<file path="config.mk">
export PLATFORM = sky130hd
export DESIGN_NAME = uart_channel_regs
export DESIGN_NICKNAME = d
export VERILOG_FILES = /design/src/hw/flow_char_store.v /design/src/hw/uart_channel_regs.v
export VERILOG_INCLUDE_DIRS = /design/src /design/src/hw
export SDC_FILE = /design/constraint.sdc
export NUM_CORES = 1
export LEC_CHECK = 0
export CAP_MARGIN = 20
export CORE_UTILIZATION = 25
export CTS_BUF_LIST = sky130_fd_sc_hd__clkbuf_4
export DETAILED_ROUTE_END_ITERATION = 16
export DONT_BUFFER_PORTS = 1
export PLACE_DENSITY = 0.36
export SYNTH_ARGS = -nofsm -noshare
export SYNTH_HDL_FRONTEND = slang
export SYNTH_SLANG_ARGS = --single-unit
</file>
<file path="constraint.sdc">
create_clock -name clock -period 3.26 [get_ports clock]
set_clock_uncertainty 0.05 [all_clocks]
set_input_delay 0 -clock clock [delete_from_list [all_inputs] [get_ports clock]]
set_output_delay 0 -clock clock [all_outputs]
set_load 0.01 [all_outputs]
</file>
<file path="src/hw/uart_channel_map.vh">
// Offsets, field positions, reset values and key values for one serial channel window.
// Assumes inclusion by the channel decode modules and the flow-character store only.
`ifndef UART_CHANNEL_MAP_VH
`define UART_CHANNEL_MAP_VH

`define OFS_DATA 3'h0
`define OFS_INT_EN 3'h1
`define OFS_INT_SRC 3'h2
`define OFS_LINE_FMT 3'h3
`define OFS_MODEM_CTL 3'h4
`define OFS_LINE_COND 3'h5
`define OFS_MODEM_COND 3'h6
`define OFS_SCRATCH 3'h7
`define OFS_ENH_FEAT 3'h2
`define OFS_XON1 3'h4
`define OFS_XON2 3'h5
`define OFS_XOFF1 3'h6
`define OFS_XOFF2 3'h7
`define OFS_ASR 3'h1
`define OFS_RFL 3'h3
`define OFS_TFL 3'h4
`define OFS_IDX_WIN 3'h5

`define FMT_DIV_SEL_BIT 7
`define ADD_EXT_BIT 7
`define ADD_IDX_BIT 6
`define FMT_UNLOCK_KEY 8'hBF
`define IDX_ADD_CTL 8'h00

`define FMT_RESET 8'h00
`define INT_EN_RESET 8'h00
`define MODEM_CTL_RESET 8'h00
`define SCRATCH_RESET 8'h00
`define DIV_RESET 8'h00
`define ENH_RESET 8'h00
`define FLOW_RESET 8'h00
`define ADD_CTL_RESET 8'h00

`define SEL_NONE 4'h0
`define SEL_DATA 4'h1
`define SEL_DIVL 4'h2
`define SEL_DIVH 4'h3
`define SEL_INT_EN 4'h4
`define SEL_FIFO 4'h5
`define SEL_FMT 4'h6
`define SEL_MODEM 4'h7
`define SEL_LINE_ST 4'h8
`define SEL_MODEM_ST 4'h9
`define SEL_SCRATCH 4'hA
`define SEL_ENH 4'hB
`define SEL_FLOW 4'hC
`define SEL_ASR 4'hD
`define SEL_LVL 4'hE
`define SEL_IDX 4'hF

`endif

</file>
<file path="src/hw/flow_char_store.v">
// Four-byte store for the flow-control characters, registered read data.
// Assumes one write port and one read port sharing the channel clock.
`timescale 1ns/1ps
module flow_char_store (
    input wire clock,
    input wire rstn,
    input wire clk_en,
    input wire wr_en,
    input wire [1:0] wr_addr,
    input wire [7:0] wr_data,
    input wire [1:0] rd_addr,
    output reg [7:0] rd_data_q
);
`include "uart_channel_map.vh"

reg [7:0] mem_q [0:3];
genvar gi;

generate
    for (gi = 0; gi < 4; gi = gi + 1) begin : g_word
        always @(posedge clock or negedge rstn) begin
            if (!rstn) begin
                mem_q[gi] <= `FLOW_RESET;
            end else if (clk_en && wr_en && wr_addr == gi) begin
                mem_q[gi] <= wr_data;
            end
        end
    end
endgenerate

always @(posedge clock or negedge rstn) begin
    if (!rstn) begin
        rd_data_q <= `FLOW_RESET;
    end else if (clk_en) begin
        rd_data_q <= mem_q[rd_addr];
    end
end

endmodule // flow_char_store

</file>
<file path="src/hw/uart_channel_regs.v">
// Register window decode and standard register set of one serial channel.
// Assumes host strobes synchronous to clock, one access per strobe pulse;
// read data are registered and valid the cycle after the read strobe, two cycles after it for flow characters.
`timescale 1ns/1ps
`include "uart_channel_map.vh"

// Notes on behaviour
// - The channel shows its registers in an eight-byte window selected by line and extra control.
// - With line-control bit 7 set, offsets 0 and 1 reach the low and high divisor bytes.
// - The line-control value gives the character format of transmitter and receiver.
// - Writing 0xBF to line-control unlocks the enhanced register set.
// - The unlock write sets only bit 7 and keeps bits 6 to 0 as they were.
// - Additional-control bit 7 maps the extended channel registers into the window.
// - Additional-control bit 6 makes the indexed register set readable.
// - At offset 0 without divisor select a write loads transmit data and a read gives receive data.
// - Offset 7 is a read-write scratch byte that also holds the indexed register index.
// - Transmit, receive and interrupt-enable registers are reached only while bit 7 is clear.
// - FIFO, interrupt, modem and line status and scratch need the last line-control write not to be the key.
// - Enhanced feature and four flow characters are reached only while the key is held.
// - Offset 5 writes the indexed register chosen by the scratch index, and reads it while additional-control bit 6 is set.
module uart_channel_regs (
    input wire clock,
    input wire rstn,
    input wire clk_en,
    input wire [2:0] addr,
    input wire wr_stb,
    input wire rd_stb,
    input wire [7:0] wr_data,
    input wire [7:0] rx_data,
    input wire [7:0] isr_value,
    input wire [7:0] lsr_value,
    input wire [7:0] msr_value,
    input wire [7:0] asr_value,
    input wire [7:0] rx_level,
    input wire [7:0] tx_level,
    input wire [7:0] idx_rd_value,
    output reg [7:0] rd_data_q,
    output reg [7:0] tx_data_q,
    output reg tx_load_q,
    output reg rx_pop_q,
    output reg [7:0] fifo_ctrl_q,
    output reg fifo_wr_q,
    output reg [7:0] asr_wr_q,
    output reg asr_wr_stb_q,
    output reg [7:0] idx_wr_q,
    output reg idx_wr_stb_q,
    output reg [7:0] line_format_q,
    output reg [15:0] baud_divisor_q,
    output reg [7:0] interrupt_enable_q,
    output reg [7:0] modem_line_control_q,
    output reg [7:0] enhanced_feature_q,
    output reg [7:0] scratch_and_index_q,
    output reg [7:0] additional_control_q
);

// ****************************************************************
// Decode
// ****************************************************************
reg key_q;
wire [3:0] wr_sel;
wire [3:0] rd_sel;
wire [7:0] flow_rd;
reg flow_rd_q;
reg [7:0] rd_mux;

// Key first, then divisor select, then extended selects
function [3:0] decode;
    input [2:0] ofs;
    input is_rd;
    input key;
    input dlab;
    input ext;
    input idx;
    begin
        decode = `SEL_NONE;
        if (key) begin
            case (ofs)
                3'h0: decode = `SEL_DIVL;
                3'h1: decode = `SEL_DIVH;
                `OFS_ENH_FEAT: decode = `SEL_ENH;
                `OFS_LINE_FMT: decode = `SEL_FMT;
                3'h4, 3'h5, 3'h6, 3'h7: decode = `SEL_FLOW;
                default: decode = `SEL_NONE;
            endcase
        end else begin
            case (ofs)
                `OFS_DATA: decode = dlab ? `SEL_DIVL : `SEL_DATA;
                `OFS_INT_EN: begin
                    if (dlab) begin
                        decode = `SEL_DIVH;
                    end else if (ext) begin
                        decode = `SEL_ASR;
                    end else begin
                        decode = `SEL_INT_EN;
                    end
                end
                `OFS_INT_SRC: decode = `SEL_FIFO;
                `OFS_LINE_FMT: decode = (ext && is_rd) ? `SEL_LVL : `SEL_FMT;
                `OFS_MODEM_CTL: decode = (ext && is_rd) ? `SEL_LVL : `SEL_MODEM;
                `OFS_LINE_COND: begin
                    if (!is_rd) begin
                        decode = `SEL_IDX;
                    end else if (idx) begin
                        decode = `SEL_IDX;
                    end else begin
                        decode = `SEL_LINE_ST;
                    end
                end
                `OFS_MODEM_COND: decode = `SEL_MODEM_ST;
                `OFS_SCRATCH: decode = `SEL_SCRATCH;
                default: decode = `SEL_NONE;
            endcase
        end
    end
endfunction

assign wr_sel = decode(addr, 1'b0, key_q, line_format_q[`FMT_DIV_SEL_BIT],
    additional_control_q[`ADD_EXT_BIT], additional_control_q[`ADD_IDX_BIT]);
assign rd_sel = decode(addr, 1'b1, key_q, line_format_q[`FMT_DIV_SEL_BIT],
    additional_control_q[`ADD_EXT_BIT], additional_control_q[`ADD_IDX_BIT]);

// ****************************************************************
// Flow characters
// ****************************************************************
flow_char_store u_flow (
    .clock(clock),
    .rstn(rstn),
    .clk_en(clk_en),
    .wr_en(wr_stb && wr_sel == `SEL_FLOW),
    .wr_addr(addr[1:0]),
    .wr_data(wr_data),
    .rd_addr(addr[1:0]),
    .rd_data_q(flow_rd)
);

// ****************************************************************
// Writable registers
// ****************************************************************
always @(posedge clock or negedge rstn) begin
    if (!rstn) begin
        key_q <= 1'b0;
        line_format_q <= `FMT_RESET;
        baud_divisor_q <= {`DIV_RESET, `DIV_RESET};
        interrupt_enable_q <= `INT_EN_RESET;
        modem_line_control_q <= `MODEM_CTL_RESET;
        enhanced_feature_q <= `ENH_RESET;
        scratch_and_index_q <= `SCRATCH_RESET;
        additional_control_q <= `ADD_CTL_RESET;
        tx_data_q <= 8'h00;
        tx_load_q <= 1'b0;
        fifo_ctrl_q <= 8'h00;
        fifo_wr_q <= 1'b0;
        asr_wr_q <= 8'h00;
        asr_wr_stb_q <= 1'b0;
        idx_wr_q <= 8'h00;
        idx_wr_stb_q <= 1'b0;
    end else if (clk_en) begin
        tx_load_q <= 1'b0;
        fifo_wr_q <= 1'b0;
        asr_wr_stb_q <= 1'b0;
        idx_wr_stb_q <= 1'b0;
        if (wr_stb) begin
            case (wr_sel)
                `SEL_FMT: begin
                    if (wr_data == `FMT_UNLOCK_KEY) begin
                        key_q <= 1'b1;
                        line_format_q[`FMT_DIV_SEL_BIT] <= 1'b1;
                    end else begin
                        key_q <= 1'b0;
                        line_format_q <= wr_data;
                    end
                end
                `SEL_DIVL: baud_divisor_q[7:0] <= wr_data;
                `SEL_DIVH: baud_divisor_q[15:8] <= wr_data;
                `SEL_DATA: begin
                    tx_data_q <= wr_data;
                    tx_load_q <= 1'b1;
                end
                `SEL_INT_EN: interrupt_enable_q <= wr_data;
                `SEL_FIFO: begin
                    fifo_ctrl_q <= wr_data;
                    fifo_wr_q <= 1'b1;
                end
                `SEL_MODEM: modem_line_control_q <= wr_data;
                `SEL_SCRATCH: scratch_and_index_q <= wr_data;
                `SEL_ENH: enhanced_feature_q <= wr_data;
                `SEL_ASR: begin
                    asr_wr_q <= wr_data;
                    asr_wr_stb_q <= 1'b1;
                end
                `SEL_IDX: begin
                    if (scratch_and_index_q == `IDX_ADD_CTL) begin
                        additional_control_q <= wr_data;
                    end else begin
                        idx_wr_q <= wr_data;
                        idx_wr_stb_q <= 1'b1;
                    end
                end
                default: begin
                end
            endcase
        end
    end
end

// ****************************************************************
// Read path
// ****************************************************************
always @* begin
    case (rd_sel)
        `SEL_DATA: rd_mux = rx_data;
        `SEL_DIVL: rd_mux = baud_divisor_q[7:0];
        `SEL_DIVH: rd_mux = baud_divisor_q[15:8];
        `SEL_INT_EN: rd_mux = interrupt_enable_q;
        `SEL_FIFO: rd_mux = isr_value;
        `SEL_FMT: rd_mux = line_format_q;
        `SEL_MODEM: rd_mux = modem_line_control_q;
        `SEL_LINE_ST: rd_mux = lsr_value;
        `SEL_MODEM_ST: rd_mux = msr_value;
        `SEL_SCRATCH: rd_mux = scratch_and_index_q;
        `SEL_ENH: rd_mux = enhanced_feature_q;
        `SEL_ASR: rd_mux = asr_value;
        `SEL_LVL: rd_mux = (addr == `OFS_RFL) ? rx_level : tx_level;
        `SEL_IDX: rd_mux = (scratch_and_index_q == `IDX_ADD_CTL) ?
            additional_control_q : idx_rd_value;
        default: rd_mux = 8'h00;
    endcase
end

always @(posedge clock or negedge rstn) begin
    if (!rstn) begin
        rd_data_q <= 8'h00;
        rx_pop_q <= 1'b0;
    end else if (clk_en) begin
        rx_pop_q <= rd_stb && rd_sel == `SEL_DATA;
        if (rd_stb) begin
            rd_data_q <= (rd_sel == `SEL_FLOW) ? 8'h00 : rd_mux;
        end else if (flow_rd_q) begin
            rd_data_q <= flow_rd;
        end
    end
end

// Flow store read data arrive one cycle later
always @(posedge clock or negedge rstn) begin
    if (!rstn) begin
        flow_rd_q <= 1'b0;
    end else if (clk_en) begin
        flow_rd_q <= rd_stb && rd_sel == `SEL_FLOW;
    end
end

endmodule // uart_channel_regs

</file>
# Word-level counts from Yosys, hierarchy flattened
# Memory sizes are Yosys's and may differ from the RTL's.
# Cells that the tools add are included.
# word_totals
latchBits	0
out_inout_bits	109
register_bits	151
mem_bits_rw	0
mem_count	2
elab_cells	126
mem_bits_ro	64
inputBits	80
# mem_list
memory	depth	width	read_ports	rd_clocked_by_memory_dff	write_ports	line	text
(no name shown)	8	4	1	0	0	uart_channel_regs.v:77	case (ofs)
(no name shown)	8	4	1	0	0	uart_channel_regs.v:77	
# classes
n_shift	0
n_mux	30
mul	0
addsub	0
eq_ne	38
n_bitwise	3
reduce_logical	26
n_div	0
magnitude_cmp	1
# op_table
cell	count
$pmux 8 s14	1
$pmux 4 s8	2
$mux 8	7
$eq 4x4->1 const B	13
$eq 4x3->1 const B	8
$reduce_and 3->1	10
$mux 4	6
$bmux 8 s2	1
$eq 4x2->1 const B	4
$eq 3x3->1 const B	4
$reduce_and 4->1	3
$mux 1	11
$eq 4x1->1 const B	2
$eq 8x8->1 const B	1
$logic_and 1x1->1	8
$logic_not 8->1	1
$eq 3x2->1 const B	2
$eq 2x2->1 const B	2
$eq 3x1->1 const B	1
$ge 3x3->1 const B	1
$logic_not 3->1	1
$mux 3	1
$not 2->3	1
$eq 2x1->1 const B	1
5 further kinds	6

# Logic depth before layout (Yosys ltp)
# Gate-level depths: netlist of the first run.
# depth
ltp_word	8
mapped_depth	13

# Modules after synthesis
# Synthesis of the first run repeated with hierarchy kept, for this count alone.
# unflattened
cells_unflattened	635
area_unflattened_um2	7768.7
# by_module_without_submodules
module	cells_each	instances	seq_area_each_um2	area_per_inst_um2
uart_channel_regs	520	1	2777.7	5982.0
flow_char_store	115	1	1001.0	1786.7

# Least setup slack after synthesis of the first run
# Ideal clock, no wire load.
# synth_path
kind	input to register
start	input addr[0]
end	register line_format_q[1]
arrival_time_ps	2828
setup_time_ps	125
path_slack_ps	257
path_buffers	3
path_stages	12
cell_sequence	clkbuf_1 inv_1 ha_1 buf_2 or3_1 nand2b_1 o21a_1 buf_2 nor3_2 nand3_1 nor2_2 mux2_2
# synth_between
elab_chain_len	5
word_cells_on_any_way	13
# synth_rtl
element	line	text
start, declared	uart_channel_regs.v:25	input wire [2:0] addr,
$eq 3x3->1 (tied with other cells)	uart_channel_regs.v:86	case (ofs)
$pmux 4 s8	uart_channel_regs.v:86	
$mux 4 (*)	uart_channel_regs.v:76	if (key) begin
$eq 4x3->1 (*)	uart_channel_regs.v:163	case (wr_sel)
$reduce_and 4->1 (no source line) (*)	n/a	
end signal, assigned	uart_channel_regs.v:142	line_format_q <= `FMT_RESET;
end signal, assigned	uart_channel_regs.v:170	line_format_q <= wr_data;
end, declared	uart_channel_regs.v:47	output reg [7:0] line_format_q,
# Every way passes the cells marked *; elsewhere a longest branch is shown, timed or not.
# A chain may end at the register's enable or synchronous reset.

# Worst setup path in the final report of the first run
# layout_path
start	register additional_control_q[6]
end	register rd_data_q[4]
# layout_between
elab_chain_len	7
word_cells_on_any_way	21
# layout_rtl
element	line	text
start, declared	uart_channel_regs.v:53	output reg [7:0] additional_control_q
start signal, assigned	uart_channel_regs.v:148	additional_control_q <= `ADD_CTL_RESET;
start signal, assigned	uart_channel_regs.v:193	additional_control_q <= wr_data;
$mux 3 (*)	uart_channel_regs.v:103	end else if (idx) begin
$pmux 4 s8 (*)	uart_channel_regs.v:86	
$mux 4 (*)	uart_channel_regs.v:76	
$eq 4x4->1 (tied with other cells)	uart_channel_regs.v:210	case (rd_sel)
$pmux 8 s14	uart_channel_regs.v:210	
$mux 8 (*)	uart_channel_regs.v:237	rd_data_q <= (rd_sel == `SEL_FLOW) ? 8'h00 : rd_mux;
$mux 8 (*)	uart_channel_regs.v:236	if (rd_stb) begin
end signal, assigned	uart_channel_regs.v:237	
end signal, assigned	uart_channel_regs.v:239	rd_data_q <= flow_rd;
end, declared	uart_channel_regs.v:37	output reg [7:0] rd_data_q,
# Marks and branches as above.

==> results of run 1 <==
==> worst max path at each step <==
stage / from / endpoint / slack [ns] / cells past startpoint
after floorplan: addr[0] / line_format_q[1]$_DFFE_PN0P_ / 0.26 / 12
after global placement: line_format_q[7]$_DFFE_PN0P_ / line_format_q[4]$_DFFE_PN0P_ / 0.17 / 8
after detailed placement: line_format_q[7]$_DFFE_PN0P_ / line_format_q[4]$_DFFE_PN0P_ / 0.19 / 8
after CTS: line_format_q[7]$_DFFE_PN0P_ / rd_data_q[4]$_DFFE_PN0P_ / 0.08 / 10
after global routing: line_format_q[7]$_DFFE_PN0P_ / rd_data_q[4]$_DFFE_PN0P_ / 0.02 / 10
final: additional_control_q[6]$_DFFE_PN0P_ / rd_data_q[4]$_DFFE_PN0P_ / 0.17 / 9
==> placed cells by master, fill, tap and decap left out, drive strengths merged, types with 6 or more instances in the layout <==
cell type | synthesis | layout
a211oi | 21 | 21
a21oi | 23 | 23
a22o | 7 | 7
a31oi | 7 | 7
buf | 16 | 33
clkbuf | 21 | 18
dfrtp | 151 | 151
dlygate4sd3 | 0 | 68
inv | 6 | 14
mux2 | 137 | 137
mux2i | 32 | 32
mux4 | 8 | 8
nand2 | 34 | 34
nand3 | 11 | 11
nor2 | 35 | 35
nor2b | 19 | 19
nor3 | 10 | 10
nor4 | 8 | 8
o21ai | 19 | 19
o22ai | 6 | 6
o2bb2ai | 8 | 8
==> synth_stat cells (18+ instances only) <==
cell / number / area, um2
sky130_fd_sc_hd__a211oi_1: 20 / 150.1
sky130_fd_sc_hd__a21oi_1: 23 / 115.1
sky130_fd_sc_hd__clkbuf_1: 20 / 75.07
sky130_fd_sc_hd__dfrtp_1: 151 / 3779
sky130_fd_sc_hd__mux2_2: 126 / 1419
sky130_fd_sc_hd__mux2i_1: 32 / 320.3
sky130_fd_sc_hd__nand2_1: 30 / 112.6
sky130_fd_sc_hd__nor2_1: 33 / 123.9
sky130_fd_sc_hd__nor2b_1: 19 / 118.9
sky130_fd_sc_hd__o21ai_0: 18 / 90.09
==> power groups by stage <==
stage	Sequential, mW	Combinational [mW]	Clock [mW]
5_1_grt	3.82	2.57	1.42
4_1_cts	3.72	2.37	1.35
6_report	3.70	2.38	1.28
3_5_place_dp	3.76	2.20	0
3_3_place_gp	3.75	2.18	0
2_1_floorplan	3.32	1.64	0
==> cells by family (layout without fill, tap and decap cells) <==
logic type                 after synthesis  after routing  synth area share [%]
muxes                                  177            177                 26.47
adders and majority gates                4              4                0.6483
DFF                                    151            151                 48.95
buffers and inverters                   43            139                 2.382
AOI/OAI and AO/OA                      116            116                 10.49
other                                    0              3                     0
and+or+nand+nor                        140            140                 11.07
==> worst max-delay path: stages, from the launching register on <==
cell	delay, ns
sky130_fd_sc_hd__dfrtp_1	0.63
sky130_fd_sc_hd__and2_1	0.21
sky130_fd_sc_hd__o21ai_0	0.12
sky130_fd_sc_hd__a221o_1	0.39
sky130_fd_sc_hd__nor4_1	0.38
sky130_fd_sc_hd__buf_4	0.23
sky130_fd_sc_hd__o2bb2ai_1	0.13
sky130_fd_sc_hd__a211oi_1	0.09
sky130_fd_sc_hd__dlygate4sd3_1	0.64
sky130_fd_sc_hd__a31oi_1	0.14
==> area by class of cell <==
cell class	count	area (um2)
fill	3064	20680
sequential	151	3781
multi-input combinational	437	3777
timing repair buffer	101	978.4
tap	390	488.0
clock inverter	14	162.7
clock buffer	18	135.1
inverter	6	22.52
antenna	3	7.507
==> metrics by stage <==
stage                     instance area, um2  setup WS (ns)  total power, mW
after floorplan                         7720         0.2574            4.960
after global placement                  8287         0.1706            5.931
after detailed placement                8287         0.1863            5.961
after CTS                               9325        0.08108            7.442
after global routing                    9353        0.02175            7.804
final                                   9353         0.1734            7.363
==> metal layers <==
layer | GRT usage [%] | routed length [um] | share of wire [%]
met2 | 30.70 | 14200 | 47
met3 | 6.063 | 2413 | 7.9
met4 | 4.095 | 393 | 1.3
met5 | 0 | 0 | 0
met1 | 26.30 | 13370 | 44
==> sequential cells by signal, indices dropped and copies added, names as in the netlist <==
register / cells
modem_line_control_q: 8
asr_wr_q: 8
idx_wr_stb_q: 1
tx_load_q: 1
tx_data_q: 8
u_flow.mem_q: 32
fifo_ctrl_q: 8
baud_divisor_q: 16
rx_pop_q: 1
asr_wr_stb_q: 1
idx_wr_q: 8
additional_control_q: 8
fifo_wr_q: 1
key_q: 1
u_flow.rd_data_q: 8
flow_rd_q: 1
rd_data_q: 8
interrupt_enable_q: 8
line_format_q: 8
enhanced_feature_q: 8
scratch_and_index_q: 8
==> repair_timing <==
action                                 in CTS  in global routing
setup buffers                               0                  0
setup endpoints to repair                   0                  8
endpoints found under the hold margin     302                151
gates resized for setup                     0                  5
==> impl_metrics.ini, run 1 <==
[worst_setup_path]
r2r-end = rd_data_q[4]$_DFFE_PN0P_
timing.critical_path.to_type = flop
cp_data_required_time_ns = 3.68
critical_path_arrival_ns = 3.51
worst_setup_start_kind = flop
worst_r2r_path_depth = 9
critical_path_class = reg -> reg
reg2reg_setup_slack_ns = 0.17
worstPathMaxFanout = 6
critical_path.reg2reg.startpoint = additional_control_q[6]$_DFFE_PN0P_

[drt]
drtIter0Drc = 453
routed-via-count = 5796
drt_wl_total_um = 30380
drt_first_pass_iters = 5
wire_per_inst_um = 27.12
detail_route.vias_per_cell = 5.175
ant_nets = 0
route.detailed.drc = 0

[placement]
io_buffer_count = 0
place_inst = 1014
total_half_perimeter_wirelength_after_legalization_and_detailed_placement_um = 21340
finalWeightedCongestion = 0.8627

[clock_network]
clock-sinks = 151
cts_inserted_buffers = 17
clk_latency_ns = 0.55
clkSlewWorstSetupHoldPaths_ns = 0.16
post_cts_hold_buffer_count = 71
cts-htree-levels = 4
cts_tree = yes
cts.path.max_buffers = 2
clockRootBuffer = sky130_fd_sc_hd__clkbuf_4

[sta]
final_hold_viol_count = 151
max_slew.worst_pin.slew_ns = 1.112
max_clock_freq_mhz = 324.0
setup_repair_after_global_routing_missed_its_margin = false
slew_violations = 0
fin_hold_ws_ns = -0.9366
setup_total_negative_slack_ns = 0
final-setup-viol-count = 0
finalCritPeriodShare_pct = 94.68
max-slew-margin-rel_pct = 25.61
fin_crit_ns = 3.087

[logic_synthesis]
net_count_after_synthesis = 715
synth.yosys.warnings = 0
synth_area_mm2 = 0.007720
synth_edf_count = 0
syn_inst = 631
syn_avg_cell_area_um2 = 12.23
synth_seq_area_share_pct = 48.95
synthDistinctLibCells = 59
ys_ff_latch = 151
synth_ff_type = sky130_fd_sc_hd__dfrtp_1
synth-async-reset-ratio_pct = 100.0

[power]
p_int_mw = 4.269
clock_power_share_pct = 17.4
cellPowerDensity_mw_per_mm2 = 787.2
power.switching_mw = 3.094
share_comb_of_total_power_pct = 32.3
vdd_ir_drop_max_mv = 0.2074
power.leakage_nw = 4.156
power.sequential.fraction_pct = 50.3
sw_frac_of_total_pct = 42.03

[global_route]
grt_pass1_vias = 5989
grt_start_max_net_pins = 152
grt_usage_pct = 19.56
grt_antenna_before_repair = 5
grt_pass1_wl_um = 43700
globalRoute.totalOverflow = 0

[cells_and_area]
drive_gt1_share_pct = 31.09
final-instance-count-excl-fill = 1120
fin_nets = 798
areaGrowthSynthToFinish_pct = 21.15
layout.core_utilization_pct = 31.14

[outcome]
failed_checks = hold timing
result_of_the_run = complete, but fails checks

[floorplan]
num_rows = 63
fp.dieW_um = 177.7
ioPinCount = 189
floorplan.initialDensity_pct = 25.71
dieArea_mm2 = 0.03159
core_region_area_mm2 = 0.03003
die-height_um = 177.7

[flow_run]
maxCapViolations = 0

[min_path]
timing.hold.worst.class = in -> async
No activity file was read; power rests on OpenSTA's default activity.
==> inputs of run 2 (changes only) <==
==> constraint.sdc (replaced) <==
create_clock -name clock -period 3.45 [get_ports clock]
set_clock_uncertainty 0.05 [all_clocks]
set_input_delay 0 -clock clock [delete_from_list [all_inputs] [get_ports clock]]
set_output_delay 0 -clock clock [all_outputs]
set_load 0.01 [all_outputs]
==> run 2 against run 1 <==
  * The flow now finishes without violations
  * Wire length is 2.3% lower
  * Clock-buffer cell count stayed put
  * Cell count is 0.36% higher
  * Flip-flop and latch count stayed put
  * Highest routed layer is now met5
  * First-iteration DRC count is 31% lower
  * Utilization is 0.062 points lower
  * Clock power is 13% lower
  * Sequential share of layout area is 0.054 points higher
==> impl_metrics.ini, run 2 (synthesis gave the netlist of run 1 again) <==
[outcome]
result_of_the_run = finished clean

[worst_setup_path]
worstPathCellList = dlygate4sd3_1, ha_1, mux2_2, a211oi_1, a2bb2oi_1, buf_4, nor2_1, a32o_1, o21ai_0, dlygate4sd3_1, a31oi_1
cp_data_required_time_ns = 3.87
delay_of_the_slowest_critical_path_stage_ns = 0.86
timing.critical_path.to_type = flop
worstPathMaxFanout = 10
critical-path-top-cell-by-count = sky130_fd_sc_hd__dlygate4sd3_1
cp-startpoint = addr[1]
crit_slowest_cell = sky130_fd_sc_hd__dlygate4sd3_1
critical_path.reg2reg.startpoint = key_q$_DFFE_PN0P_
critical_path_class = in -> reg
worst_r2r_path_depth = 7
critical_path_cell_count = 11
critical_path_arrival_ns = 3.79
worst_setup_start_kind = primary input
cp.buffers_inverters = 3
worst_path_dominant_cell_family = buffers and inverters

[drt]
detail_route.vias_per_cell = 5.101
wire_per_inst_um = 26.40
drtIter0Drc = 314
route.detailed.drc = 0
drt_wl_total_um = 29670
drt_first_pass_iters = 5
ant_nets = 0
routed-via-count = 5734

[clock_network]
cts_tree = yes
clk_latency_ns = 0.58
clkSlewWorstSetupHoldPaths_ns = 0.16
clockRootBuffer = sky130_fd_sc_hd__clkbuf_4
cts_inserted_buffers = 17
clock-sinks = 151
cts-htree-levels = 4
cts.path.max_buffers = 2

[placement]
io_buffer_count = 0
total_half_perimeter_wirelength_after_legalization_and_detailed_placement_um = 20520
finalWeightedCongestion = 0.8726

[cells_and_area]
layout_common_cells = sky130_fd_sc_hd__dfrtp_1 (151), sky130_fd_sc_hd__mux2_2 (126), sky130_fd_sc_hd__dlygate4sd3_1 (77)
drive_gt1_share_pct = 29.69
fin_nets = 802
layout_commonest_cell = sky130_fd_sc_hd__dfrtp_1
largest_reg_flops = 32
layout_top_registers = u_flow.mem_q (32), baud_divisor_q (16)
areaGrowthSynthToFinish_pct = 20.91
max_flop_register = u_flow.mem_q

[floorplan]
dieArea_mm2 = 0.03159
num_rows = 63
die-height_um = 177.7
ioPinCount = 189
fp.dieW_um = 177.7
floorplan.initialDensity_pct = 25.71
core_region_area_mm2 = 0.03003

[sta]
max_clock_freq_mhz = 296.3
finalCritPeriodShare_pct = 97.83
max_slew.worst_pin.slew_ns = 1.077
slew_violations = 0
max-slew-margin-rel_pct = 27.94
setup_total_negative_slack_ns = 0
final-setup-viol-count = 0
setup_repair_after_global_routing_missed_its_margin = false
fin_crit_ns = 3.375
final_hold_viol_count = 0

[power]
p_int_mw = 3.874
power.leakage_nw = 4.148
share_comb_of_total_power_pct = 33.0
cellPowerDensity_mw_per_mm2 = 731.2
vdd_ir_drop_max_mv = 0.2672
power.sequential.fraction_pct = 50.6
total_power_mw = 6.825
clock_power_share_pct = 16.4
sw_frac_of_total_pct = 43.23
power.switching_mw = 2.950

[global_route]
globalRoute.totalOverflow = 0
grt_antenna_before_repair = 3
grt_start_max_net_pins = 152
grt_usage_pct = 19.04
grt_pass1_vias = 6129
grt_pass1_wl_um = 42840

[min_path]
hold_path_depth = 6
timing.hold.worst.class = in -> reg
holdCritStartpoint = rd_stb

[flow_run]
maxCapViolations = 0
## run 2: cell types whose count changed in the layout (fill, tap and decap cells not counted), moves of 2 or more
cell and change:
sky130_fd_sc_hd__buf_12 -4, sky130_fd_sc_hd__dfrtp_2 -2, sky130_fd_sc_hd__buf_4 -2, sky130_fd_sc_hd__bufinv_16 -2
sky130_fd_sc_hd__dlygate4sd3_1 +9, sky130_fd_sc_hd__clkinvlp_4 -2, sky130_fd_sc_hd__inv_8 +2, sky130_fd_sc_hd__dfrtp_1 +2
sky130_fd_sc_hd__clkinv_4 +2
## run 2: layout make-up
| cell class | instances | area (um2) |
|---|---|---|
| diodes | 3 | 7.507 |
| clock buffers | 18 | 135.1 |
| clock inverters | 14 | 135.1 |
| fillers | 3105 | 20700 |
| inverters | 6 | 22.52 |
| multi-input cells | 437 | 3766 |
| flip-flops and latches | 151 | 3779 |
| well taps | 390 | 488.0 |
| repair buffers | 105 | 1001 |
## run 2: timing repair
item                                    in CTS  in global routing
hold endpoints to repair                   302                  0
endpoints found under the setup margin       0                  1
resized for setup                            0                  1
hold buffers                                78                  0
buffers inserted                             0                  0
## run 2: metrics by stage
| stage | std cells | util, % | area [um2] | hold slack [ns] | worst slack (ns) |
|---|---|---|---|---|---|
| after floorplan | 631 | - | 7720 | -0.3456 | 0.4474 |
| after global placement | 1011 | 27.48 | 8252 | -0.3409 | 0.2504 |
| after detailed placement | 1011 | 27.48 | 8252 | -0.3419 | 0.2047 |
| after CTS | 1121 | 31.03 | 9320 | 0.0008391 | 0.08740 |
| after global routing | 1122 | 31.06 | 9329 | 0.02819 | 0.001196 |
| final | 1124 | 31.08 | 9334 | 0.04349 | 0.07477 |
## run 2: power groups by stage
| stage | clock network (mW) | logic, mW | registers, mW |
|---|---|---|---|
| detailed placement | 0 | 2.06 | 3.52 |
| global route | 1.25 | 2.45 | 3.57 |
| global placement | 0 | 2.02 | 3.51 |
| CTS | 1.18 | 2.26 | 3.48 |
| finish | 1.12 | 2.25 | 3.45 |
| floorplan | 0 | 1.55 | 3.13 |
## run 2: worst register-to-register path: cells and delay by family, from the launching register on
| kind | cells | cell delay (ns) |
|---|---|---|
| multiplexers | 2 | 0.72 |
| buffers and inverters | 1 | 0.22 |
| AND/OR/NAND/NOR | 3 | 1.12 |
| flip-flops | 1 | 0.66 |
| AO/OA/AOI/OAI | 1 | 0.34 |
## run 2: final timing paths
check / to / slack [ns]
worst min register to register: u_flow.mem_q[14]$_DFFE_PN0P_ / 0.46
worst min-delay path: rd_data_q[4]$_DFFE_PN0P_ / 0.04
min in group asynchronous: line_format_q[5]$_DFFE_PN0P_ / 0.09
worst max register to register: line_format_q[1]$_DFFE_PN0P_ / 0.24
max in group asynchronous: fifo_ctrl_q[2]$_DFFE_PN0P_ / 2.69
worst max-delay path: rd_data_q[6]$_DFFE_PN0P_ / 0.07
## run 2: metal layers
| layer | track usage (%) | wire [um] | vias up | part of all wire (%) |
|---|---|---|---|---|
| met5 | 0 | 13 | - | 0.044 |
| met4 | 4.630 | 363 | 2 | 1.2 |
| met3 | 4.970 | 2137 | 21 | 7.2 |
| met2 | 31.30 | 14170 | 193 | 48 |
| met1 | 24.79 | 12980 | 2990 | 44 |
| li1 | - | - | 2528 | - |
